`config.mk`:
```
export PLATFORM = sky130hd
export DESIGN_NAME = psc_proximity_sense_control
export DESIGN_NICKNAME = d
export VERILOG_FILES = /design/src/core/psc_proximity_sense_control.v
export VERILOG_INCLUDE_DIRS = /design/src /design/src/core
export SDC_FILE = /design/constraint.sdc
export NUM_CORES = 1
export LEC_CHECK = 0
export BUFFER_PORTS_ARGS = -buffer_cell sky130_fd_sc_hd__buf_4
export CORE_AREA = 2 2 166 168
export DETAILED_ROUTE_END_ITERATION = 8
export DIE_AREA = 0 0 168 170
export GPL_ROUTABILITY_DRIVEN = 0
export PLACE_DENSITY = 0.58
export RECOVER_POWER = 100
export SLEW_MARGIN = 20
export SYNTH_ARGS = -nofsm -noshare
export SYNTH_HDL_FRONTEND = slang
export SYNTH_SLANG_ARGS = --single-unit
```
`constraint.sdc`:
```
create_clock -name core_clk -period 3.18 [get_ports core_clk]
set_input_delay 0.477 -clock core_clk [delete_from_list [all_inputs] [get_ports core_clk]]
set_output_delay 0.477 -clock core_clk [all_outputs]
set_load 0.1 [all_outputs]
```
`src/core/psc_consts.vh`:
```
// Register map, field positions and reset values of the proximity sense control block
`ifndef PSC_CONSTS_VH
`define PSC_CONSTS_VH
// ****************************************
// Register word indices (byte address = 4 x index)
// ****************************************
`define PSC_IDX_SW_A        4'h0
`define PSC_IDX_SW_B        4'h1
`define PSC_IDX_SW_C        4'h2
`define PSC_IDX_SW_D        4'h3
`define PSC_IDX_SW_E        4'h4
`define PSC_IDX_MAIN        4'h5
`define PSC_IDX_TUNE        4'h6
`define PSC_IDX_DAC         4'h7
`define PSC_IDX_AMP0_CAL    4'h8
`define PSC_IDX_AMP1_CAL    4'h9
`define PSC_IDX_CMP_CAL     4'ha
// ****************************************
// Reset values
// ****************************************
`define PSC_RST_SW          8'h00
`define PSC_RST_MAIN        8'h00
`define PSC_RST_TUNE        6'h00
`define PSC_RST_DAC         8'h00
`define PSC_RST_AMP_CAL     8'h20
`define PSC_RST_CMP_CAL     7'h10
// ****************************************
// Main control fields
// ****************************************
`define PSC_MAIN_AMP1_EN    7
`define PSC_MAIN_AMP0_EN    6
`define PSC_MAIN_CMP_EN     5
`define PSC_MAIN_EDGE_HI    4
`define PSC_MAIN_EDGE_LO    3
`define PSC_MAIN_DEB_HI     2
`define PSC_MAIN_DEB_LO     0
// ****************************************
// Edge select codes
// ****************************************
`define PSC_EDGE_OFF        2'h0
`define PSC_EDGE_RISE       2'h1
`define PSC_EDGE_FALL       2'h2
`define PSC_EDGE_BOTH       2'h3
// ****************************************
// Debounce counter width
// ****************************************
`define PSC_DEB_CNT_W       7
`endif

```
`src/core/psc_proximity_sense_control.v`:
```
// Register bank, debounce filter and edge interrupt of the proximity sense front end
//
// The placing of the registers and register access over Avalon-MM were chosen for this implementation.
`include "psc_consts.vh"
`timescale 1ns/100ps
`default_nettype none
module psc_proximity_sense_control (
  input  wire        core_clk,             // System clock, 250 MHz
  input  wire        rst_n,                // Asynchronous reset, active low
  input  wire [3:0]  avs_address,          // Word address
  input  wire        avs_read,             // Read request
  input  wire        avs_write,            // Write request
  input  wire [31:0] avs_writedata,        // Write data
  input  wire [3:0]  avs_byteenable,       // Byte enables
  output reg  [31:0] avs_readdata,         // Read data
  output reg         avs_waitrequest,      // Stall, high until answer
  input  wire        comparator_result,    // Raw comparator output, asynchronous
  input  wire        amp0_cal_output,      // Amp0 output level in calibration
  input  wire        amp1_cal_output,      // Amp1 output level in calibration
  output reg  [39:0] front_end_switch,     // Analog switch closures, 1 = on
  output reg  [17:0] stage0_switch,        // Stage one switches 0..16 and 39
  output reg  [18:0] stage1_switch,        // Stage two switches 17..35
  output reg  [5:0]  stage0_gain_switch,   // Stage one gain switches 1..6
  output reg  [5:0]  stage1_gain_switch,   // Stage two gain switches 17..22
  output reg         amp0_enable,          // Amp0 on, drives its output pin
  output reg         amp1_enable,          // Amp1 on, drives its output pin
  output reg         amp0_output_pin,      // Route amp0 to its pin
  output reg         amp1_output_pin,      // Route amp1 to its pin
  output reg         amp0_to_adc,          // Offer amp0 to ADC selection
  output reg         amp1_to_adc,          // Offer amp1 to ADC selection
  output reg         comparator_dac_enable,// Comparator and DAC on
  output reg  [7:0]  dac_code,             // Reference DAC code
  output reg  [1:0]  hysteresis_select,    // Comparator hysteresis window
  output reg  [1:0]  bias_current_select,  // Comparator bias current
  output reg         amp0_bandwidth_select,// Amp0 high bandwidth
  output reg         amp1_bandwidth_select,// Amp1 high bandwidth
  output reg  [7:0]  amp0_cal,             // Amp0 cal mode, ref select, trim
  output reg  [7:0]  amp1_cal,             // Amp1 cal mode, ref select, trim
  output reg  [6:0]  comparator_cal,       // Comparator cal mode, ref select, trim
  output reg         filtered_comparator_result, // Debounced comparator level
  output reg         sense_irq             // Interrupt request, one-clock pulse
);
  // ****************************************
  // Registers
  // ****************************************
  reg [7:0]  sw_reg [0:4];
  reg [7:0]  main_ctrl;
  reg [5:0]  tune;
  reg [7:0]  dac_reg;
  reg [7:0]  cal0;
  reg [7:0]  cal1;
  reg [6:0]  calc;
  reg        bus_ack;
  reg [1:0]  cmp_sync;
  reg [1:0]  cal0_sync;
  reg [1:0]  cal1_sync;
  reg [`PSC_DEB_CNT_W-1:0] deb_cnt;
  reg        filt_prev;
  reg [31:0] next_readdata;
  reg        next_filt;
  reg [`PSC_DEB_CNT_W-1:0] next_cnt;
  wire       access   = (avs_read | avs_write) & ~bus_ack;
  wire       wr_lane0 = avs_write & avs_byteenable[0] & ~bus_ack;
  wire       cmp_en   = main_ctrl[`PSC_MAIN_CMP_EN];
  wire [1:0] edge_sel = main_ctrl[`PSC_MAIN_EDGE_HI:`PSC_MAIN_EDGE_LO];
  wire [2:0] deb_sel  = main_ctrl[`PSC_MAIN_DEB_HI:`PSC_MAIN_DEB_LO];
  wire       cmp_live = cmp_sync[1] & cmp_en;
  wire [39:0] sw_all  = {sw_reg[4], sw_reg[3], sw_reg[2], sw_reg[1], sw_reg[0]};
  integer i;

  // Stable-clock threshold for a debounce code: 2^n - 1 extra clocks
  function [`PSC_DEB_CNT_W-1:0] deb_limit;
    input [2:0] code;
    begin
      deb_limit = (7'h01 << code) - 7'h01;
    end
  endfunction

  // ****************************************
  // Avalon-MM slave, one wait cycle per access
  // ****************************************
  always @(posedge core_clk or negedge rst_n) begin
    if (!rst_n) begin
      bus_ack         <= 1'b0;
      avs_waitrequest <= 1'b1;
      avs_readdata    <= 32'h0;
    end else begin
      bus_ack         <= access;
      avs_waitrequest <= ~access;
      avs_readdata    <= access ? next_readdata : 32'h0;
    end
  end

  // ****************************************
  // Register writes, low byte lane only
  // ****************************************
  always @(posedge core_clk or negedge rst_n) begin
    if (!rst_n) begin
      for (i = 0; i < 5; i = i + 1) begin
        sw_reg[i] <= `PSC_RST_SW;
      end
      main_ctrl       <= `PSC_RST_MAIN;
      tune            <= `PSC_RST_TUNE;
      dac_reg         <= `PSC_RST_DAC;
      cal0            <= `PSC_RST_AMP_CAL;
      cal1            <= `PSC_RST_AMP_CAL;
      calc            <= `PSC_RST_CMP_CAL;
    end else begin
      if (wr_lane0) begin
        case (avs_address)
          `PSC_IDX_SW_A,
          `PSC_IDX_SW_B,
          `PSC_IDX_SW_C,
          `PSC_IDX_SW_D,
          `PSC_IDX_SW_E: sw_reg[avs_address[2:0]] <= avs_writedata[7:0];
          `PSC_IDX_MAIN: main_ctrl <= avs_writedata[7:0];
          `PSC_IDX_TUNE: tune <= avs_writedata[5:0];
          `PSC_IDX_DAC: dac_reg <= avs_writedata[7:0];
          `PSC_IDX_AMP0_CAL: cal0 <= avs_writedata[7:0];
          `PSC_IDX_AMP1_CAL: cal1 <= avs_writedata[7:0];
          `PSC_IDX_CMP_CAL: calc <= avs_writedata[6:0];
          default: ;
        endcase
      end
    end
  end

  // Read mux; unmapped words read zero
  always @* begin
    next_readdata = 32'h0;
    case (avs_address)
      `PSC_IDX_SW_A,
      `PSC_IDX_SW_B,
      `PSC_IDX_SW_C,
      `PSC_IDX_SW_D,
      `PSC_IDX_SW_E: next_readdata[7:0] = sw_reg[avs_address[2:0]];
      `PSC_IDX_MAIN: next_readdata[7:0] = main_ctrl;
      `PSC_IDX_TUNE: next_readdata[7:0] = {cal1_sync[1], cal0_sync[1], tune};
      `PSC_IDX_DAC: next_readdata[7:0] = dac_reg;
      `PSC_IDX_AMP0_CAL: next_readdata[7:0] = cal0;
      `PSC_IDX_AMP1_CAL: next_readdata[7:0] = cal1;
      `PSC_IDX_CMP_CAL: next_readdata[7:0] = {cmp_live, calc};
      default: next_readdata = 32'h0;
    endcase
  end

  // ****************************************
  // Synchronisers and debounce filter
  // ****************************************
  always @* begin
    next_filt = filtered_comparator_result;
    next_cnt  = 7'h00;
    if (deb_sel == 3'h0) begin
      next_filt = cmp_live;
    end else if (cmp_live != filtered_comparator_result) begin
      if (deb_cnt >= deb_limit(deb_sel)) begin
        next_filt = cmp_live;
      end else begin
        next_cnt = deb_cnt + 7'h01;
      end
    end
  end

  always @(posedge core_clk or negedge rst_n) begin
    if (!rst_n) begin
      cmp_sync                   <= 2'h0;
      cal0_sync                  <= 2'h0;
      cal1_sync                  <= 2'h0;
      deb_cnt                    <= 7'h00;
      filtered_comparator_result <= 1'b0;
    end else begin
      cmp_sync                   <= {cmp_sync[0], comparator_result};
      cal0_sync                  <= {cal0_sync[0], amp0_cal_output};
      cal1_sync                  <= {cal1_sync[0], amp1_cal_output};
      deb_cnt                    <= next_cnt;
      filtered_comparator_result <= next_filt;
    end
  end

  // ****************************************
  // Edge interrupt, one clock per selected edge
  // ****************************************
  always @(posedge core_clk or negedge rst_n) begin
    if (!rst_n) begin
      filt_prev <= 1'b0;
      sense_irq <= 1'b0;
    end else begin
      filt_prev <= filtered_comparator_result;
      case (edge_sel)
        `PSC_EDGE_RISE: sense_irq <= filtered_comparator_result & ~filt_prev;
        `PSC_EDGE_FALL: sense_irq <= ~filtered_comparator_result & filt_prev;
        `PSC_EDGE_BOTH: sense_irq <= filtered_comparator_result ^ filt_prev;
        default: sense_irq <= 1'b0;
      endcase
    end
  end

  // ****************************************
  // Switch outputs, registered
  // ****************************************
  always @(posedge core_clk or negedge rst_n) begin
    if (!rst_n) begin
      front_end_switch   <= 40'h0;
      stage0_switch      <= 18'h0;
      stage1_switch      <= 19'h0;
      stage0_gain_switch <= 6'h0;
      stage1_gain_switch <= 6'h0;
    end else begin
      front_end_switch   <= sw_all;
      stage0_switch      <= {sw_all[39], sw_all[16:0]};
      stage1_switch      <= sw_all[35:17];
      stage0_gain_switch <= sw_all[6:1];
      stage1_gain_switch <= sw_all[22:17];
    end
  end

  // ****************************************
  // Amplifier controls, registered
  // ****************************************
  always @(posedge core_clk or negedge rst_n) begin
    if (!rst_n) begin
      amp0_enable           <= 1'b0;
      amp1_enable           <= 1'b0;
      amp0_output_pin       <= 1'b0;
      amp1_output_pin       <= 1'b0;
      amp0_to_adc           <= 1'b0;
      amp1_to_adc           <= 1'b0;
      amp0_bandwidth_select <= 1'b0;
      amp1_bandwidth_select <= 1'b0;
    end else begin
      amp0_enable           <= main_ctrl[`PSC_MAIN_AMP0_EN];
      amp1_enable           <= main_ctrl[`PSC_MAIN_AMP1_EN];
      amp0_output_pin       <= main_ctrl[`PSC_MAIN_AMP0_EN];
      amp1_output_pin       <= main_ctrl[`PSC_MAIN_AMP1_EN];
      amp0_to_adc           <= main_ctrl[`PSC_MAIN_AMP0_EN];
      amp1_to_adc           <= main_ctrl[`PSC_MAIN_AMP1_EN];
      amp1_bandwidth_select <= tune[1];
      amp0_bandwidth_select <= tune[0];
    end
  end

  // ****************************************
  // Comparator and DAC controls, registered
  // ****************************************
  always @(posedge core_clk or negedge rst_n) begin
    if (!rst_n) begin
      comparator_dac_enable <= 1'b0;
      dac_code              <= 8'h00;
      hysteresis_select     <= 2'h0;
      bias_current_select   <= 2'h0;
    end else begin
      comparator_dac_enable <= cmp_en;
      dac_code              <= dac_reg;
      hysteresis_select     <= tune[5:4];
      bias_current_select   <= tune[3:2];
    end
  end

  // ****************************************
  // Calibration controls, registered
  // ****************************************
  always @(posedge core_clk or negedge rst_n) begin
    if (!rst_n) begin
      amp0_cal       <= `PSC_RST_AMP_CAL;
      amp1_cal       <= `PSC_RST_AMP_CAL;
      comparator_cal <= `PSC_RST_CMP_CAL;
    end else begin
      amp0_cal       <= cal0;
      amp1_cal       <= cal1;
      comparator_cal <= calc;
    end
  end
endmodule // psc_proximity_sense_control
`default_nettype wire

```
==> qor.yml <==
timing:
  finalCriticalPeriod_ns: 2.83
  tightest_slew_ns: 2.21
  fmax_mhz: 354
  post-route-period-util_pct: 88.9
  setup_violations: 0
  rsz0062_at_grt: "false"
  setup_ws_ns: 0.353
  relSlewSlack_pct: -47.2
  hold_viol: 0
  finClkSkew_ns: 0.0129
  finalSetupTns_ns: 0
  final_max_slew_viol_count: 92
run_status:
  violations: "max-capacitance violations, max-slew violations"
  status: "finished, violations left"
die:
  top_level_ports: 215
  initial_core_util_pct: 29.6
  core_area_um2: 26700
  die_w_um: 168
  rows: 60
  die_h_um: 170
  die-area_um2: 28600
flow_run:
  maxCapViolations: 1
logic_synthesis:
  synth_fa_ha_area_share_pct: 1.75
  async_flop_share_pct: 100
  synth_seq_cells: 191
  synth_mux_area_share_pct: 14.4
  synth_top_cell_by_area: "dfrtp_1"
  synth_xor_area_share_pct: 0.778
  syn_area_per_cell_um2: 13.4
  synth.distinct_cells: 47
  ys_seq_area_share_pct: 60.8
  syn-cell-area_um2: 7880
  synth_compound_area_share_pct: 6.22
  synthTopCellsByArea: "dfrtp_1 (58%), mux2_2 (13%), buf_4 (7.5%)"
  synth_top_family_by_area: "multiplexers"
  synth_common_cells: "dfrtp_1 (184), mux2_2 (90), buf_4 (79)"
  synth_edf_count: 0
  synth.most_common_cell: "dfrtp_1"
  synth_warnings: 0
  synth_top_area_share_pct: 58.4
  syn_inst: 589
  synth-simple-area-share_pct: 6.43
  synth_top_flop_cell: "dfrtp_1"
worst_hold_path:
  hp-class: "primary input to flop"
drt:
  wl_per_cell_um: 18.1
  routed_wl_mm: 19.1
  first_iter_violations: 297
  first_pass_iters: 4
  drt-vias-per-instance: 4.52
  drc: 0
  num_vias: 4749
  ant_nets: 0
power:
  cellPowerDensity_nw_per_um2: 920
  ir_drop_uv: 376
  comb_power_share_pct: 37.6
  power_frac_seq_pct: 37.5
  switchingPower_mw: 3.82
  p_int_mw: 4.35
  leakagePower_nw: 4.05
  pwr-share-clk_pct: 25.0
  switching_share_pct: 46.8
critical_path:
  start_kind: "flop"
  worst-path-buf-inv: 0
  crit_chain: "or3_1 -> ha_1 -> nor3_1 -> a21o_1 -> a21oi_1 -> ha_1 -> and3_1 -> a22oi_1 -> nand4_1 -> nor2_1"
  path_max_fanout: 9
  cp.required_ns: 3.53
  arrival_ns: 3.18
  max_stage_delay_ns: 0.47
  timing.critical_path.mode_cell: "ha_1"
  critPathCaptureType: "flop"
  path_class: "flop to flop"
  crit_family: "simple AND/OR/NAND/NOR gates"
  critPathSlowestCell: "dfrtp_1"
clocking:
  h-tree-depth: 4
  tritoncts: "built"
  clock-root-buffer: "clkbuf_16"
  numClockSinks: 191
  cts-resized-gates: 0
  cts_buffer_depth: 2
  clkTransAtPathRegs_ns: 0.07
  numCtsBuffers: 17
  cts_setup_buffers: 0
  hold_buffers: 0
  clk_latency_ns: 0.43
placement:
  placed_area_um2: 8990
  dp.cells: 1019
  portBuffers: 163
  dp_slack_ns: 0.365
  dpl.hpwl_mm: 13.4
cells_and_area:
  multi_input_area_um2: 2330
  syn2layout_area_growth_pct: 12.7
  n_antenna_cell: 0
  fin_nets: 755
  final_layout_size_suffix_gt1_share_pct: 20.6
  largest_register_ffs: 40
  register_area_um2: 4790
  final_cell_count_no_fill: 1051
  fin_area_um2: 8880
  fill_cells: 2769
global_route:
  grt_pass1_wl_mm: 28.8
  grt-ovfl-total: 0
  track_usage_pct: 13.6
  antenna_found_initial: 0
  first_global_vias: 4718
  grt_start_max_net_pins: 92
per-layer routing:
metal,track usage (%),up-vias,wire [um]
met4,3.63,0,162
met2,22.0,154,9100
met5,0,-,0
met3,3.00,10,1070
met1,18.6,2430,8720
li1,-,2155,-
cell type report:
cell class | count | area share, %
sequential | 191 | 53.9
multi-input combinational | 302 | 26.3
timing repair buffer | 167 | 7.94
clock buffer | 27 | 5.66
tap | 341 | 4.80
inverter | 18 | 0.761
clock inverter | 5 | 0.648
power groups by stage:
stage / Sequential (mW) / Clock [mW] / Combinational, mW
2_1_floorplan: 4.33 / 0 / 1.56
3_3_place_gp: 3.12 / 0 / 3.34
3_5_place_dp: 3.12 / 0 / 3.35
4_1_cts: 3.08 / 2.11 / 3.35
5_1_grt: 3.12 / 2.20 / 3.17
6_report: 3.06 / 2.04 / 3.07
path summary, 6_finish.rpt:
kind | startpoint | to | slack, ns | cells past startpoint
worst max-delay path | main_ctrl[0] | deb_cnt[6] | 0.35 | 10
worst min-delay path | comparator_result | cmp_sync[0] | 0.18 | 1
worst max register to register | main_ctrl[0] | deb_cnt[6] | 0.35 | 10
worst min register to register | cmp_sync[0] | cmp_sync[1] | 0.35 | 0
max in group asynchronous | rst_n | stage1_gain_switch[3] | 0.63 | 2
min in group asynchronous | rst_n | amp1_cal[4] | 0.67 | 1
cell usage in the layout, fill, tap and decap left out, types with 4 or more instances in the layout:
cell	instances
clkbuf_8	4
dfstp_2	4
buf_4	15
dfrtp_1	184
o21ai_0	8
xnor2_1	4
clkbuf_4	5
a21oi_1	27
nor2_1	26
a22o_1	8
mux2i_1	12
ha_1	11
conb_1	24
nand2_1	17
nand3_1	9
a222oi_1	6
o221ai_1	8
inv_1	17
clkbuf_16	17
nand2b_1	12
mux2_2	90
nor3_1	10
clkbuf_1	150
worst register-to-register path: stages (launching register included):
cell and delay (ns):
dfrtp_1 0.47, or3_1 0.43, ha_1 0.29, nor3_1 0.22, a21o_1 0.11, a21oi_1 0.07, ha_1 0.27, and3_1 0.15
a22oi_1 0.22, nand4_1 0.31, nor2_1 0.19
metrics by stage:
stage | hold WS [ns] | util (%) | total power, mW
after floorplan | 0.181 | - | 5.89
after global placement | 0.337 | 33.7 | 6.45
after detailed placement | 0.346 | 33.7 | 6.47
after CTS | 0.134 | 35.8 | 8.54
after global routing | 0.152 | 33.3 | 8.49
final | 0.177 | 33.3 | 8.17
kinds of logic (layout without fill, tap and decap cells):
family	Yosys count	after routing
compound gates	71	71
mux	102	102
flops	191	191
simple gates	87	87
xor+xnor	7	7
fa+ha+maj	11	11
other cells	1	24
buf+inv	119	217
Note: power is estimated with default switching activity, not from simulation.
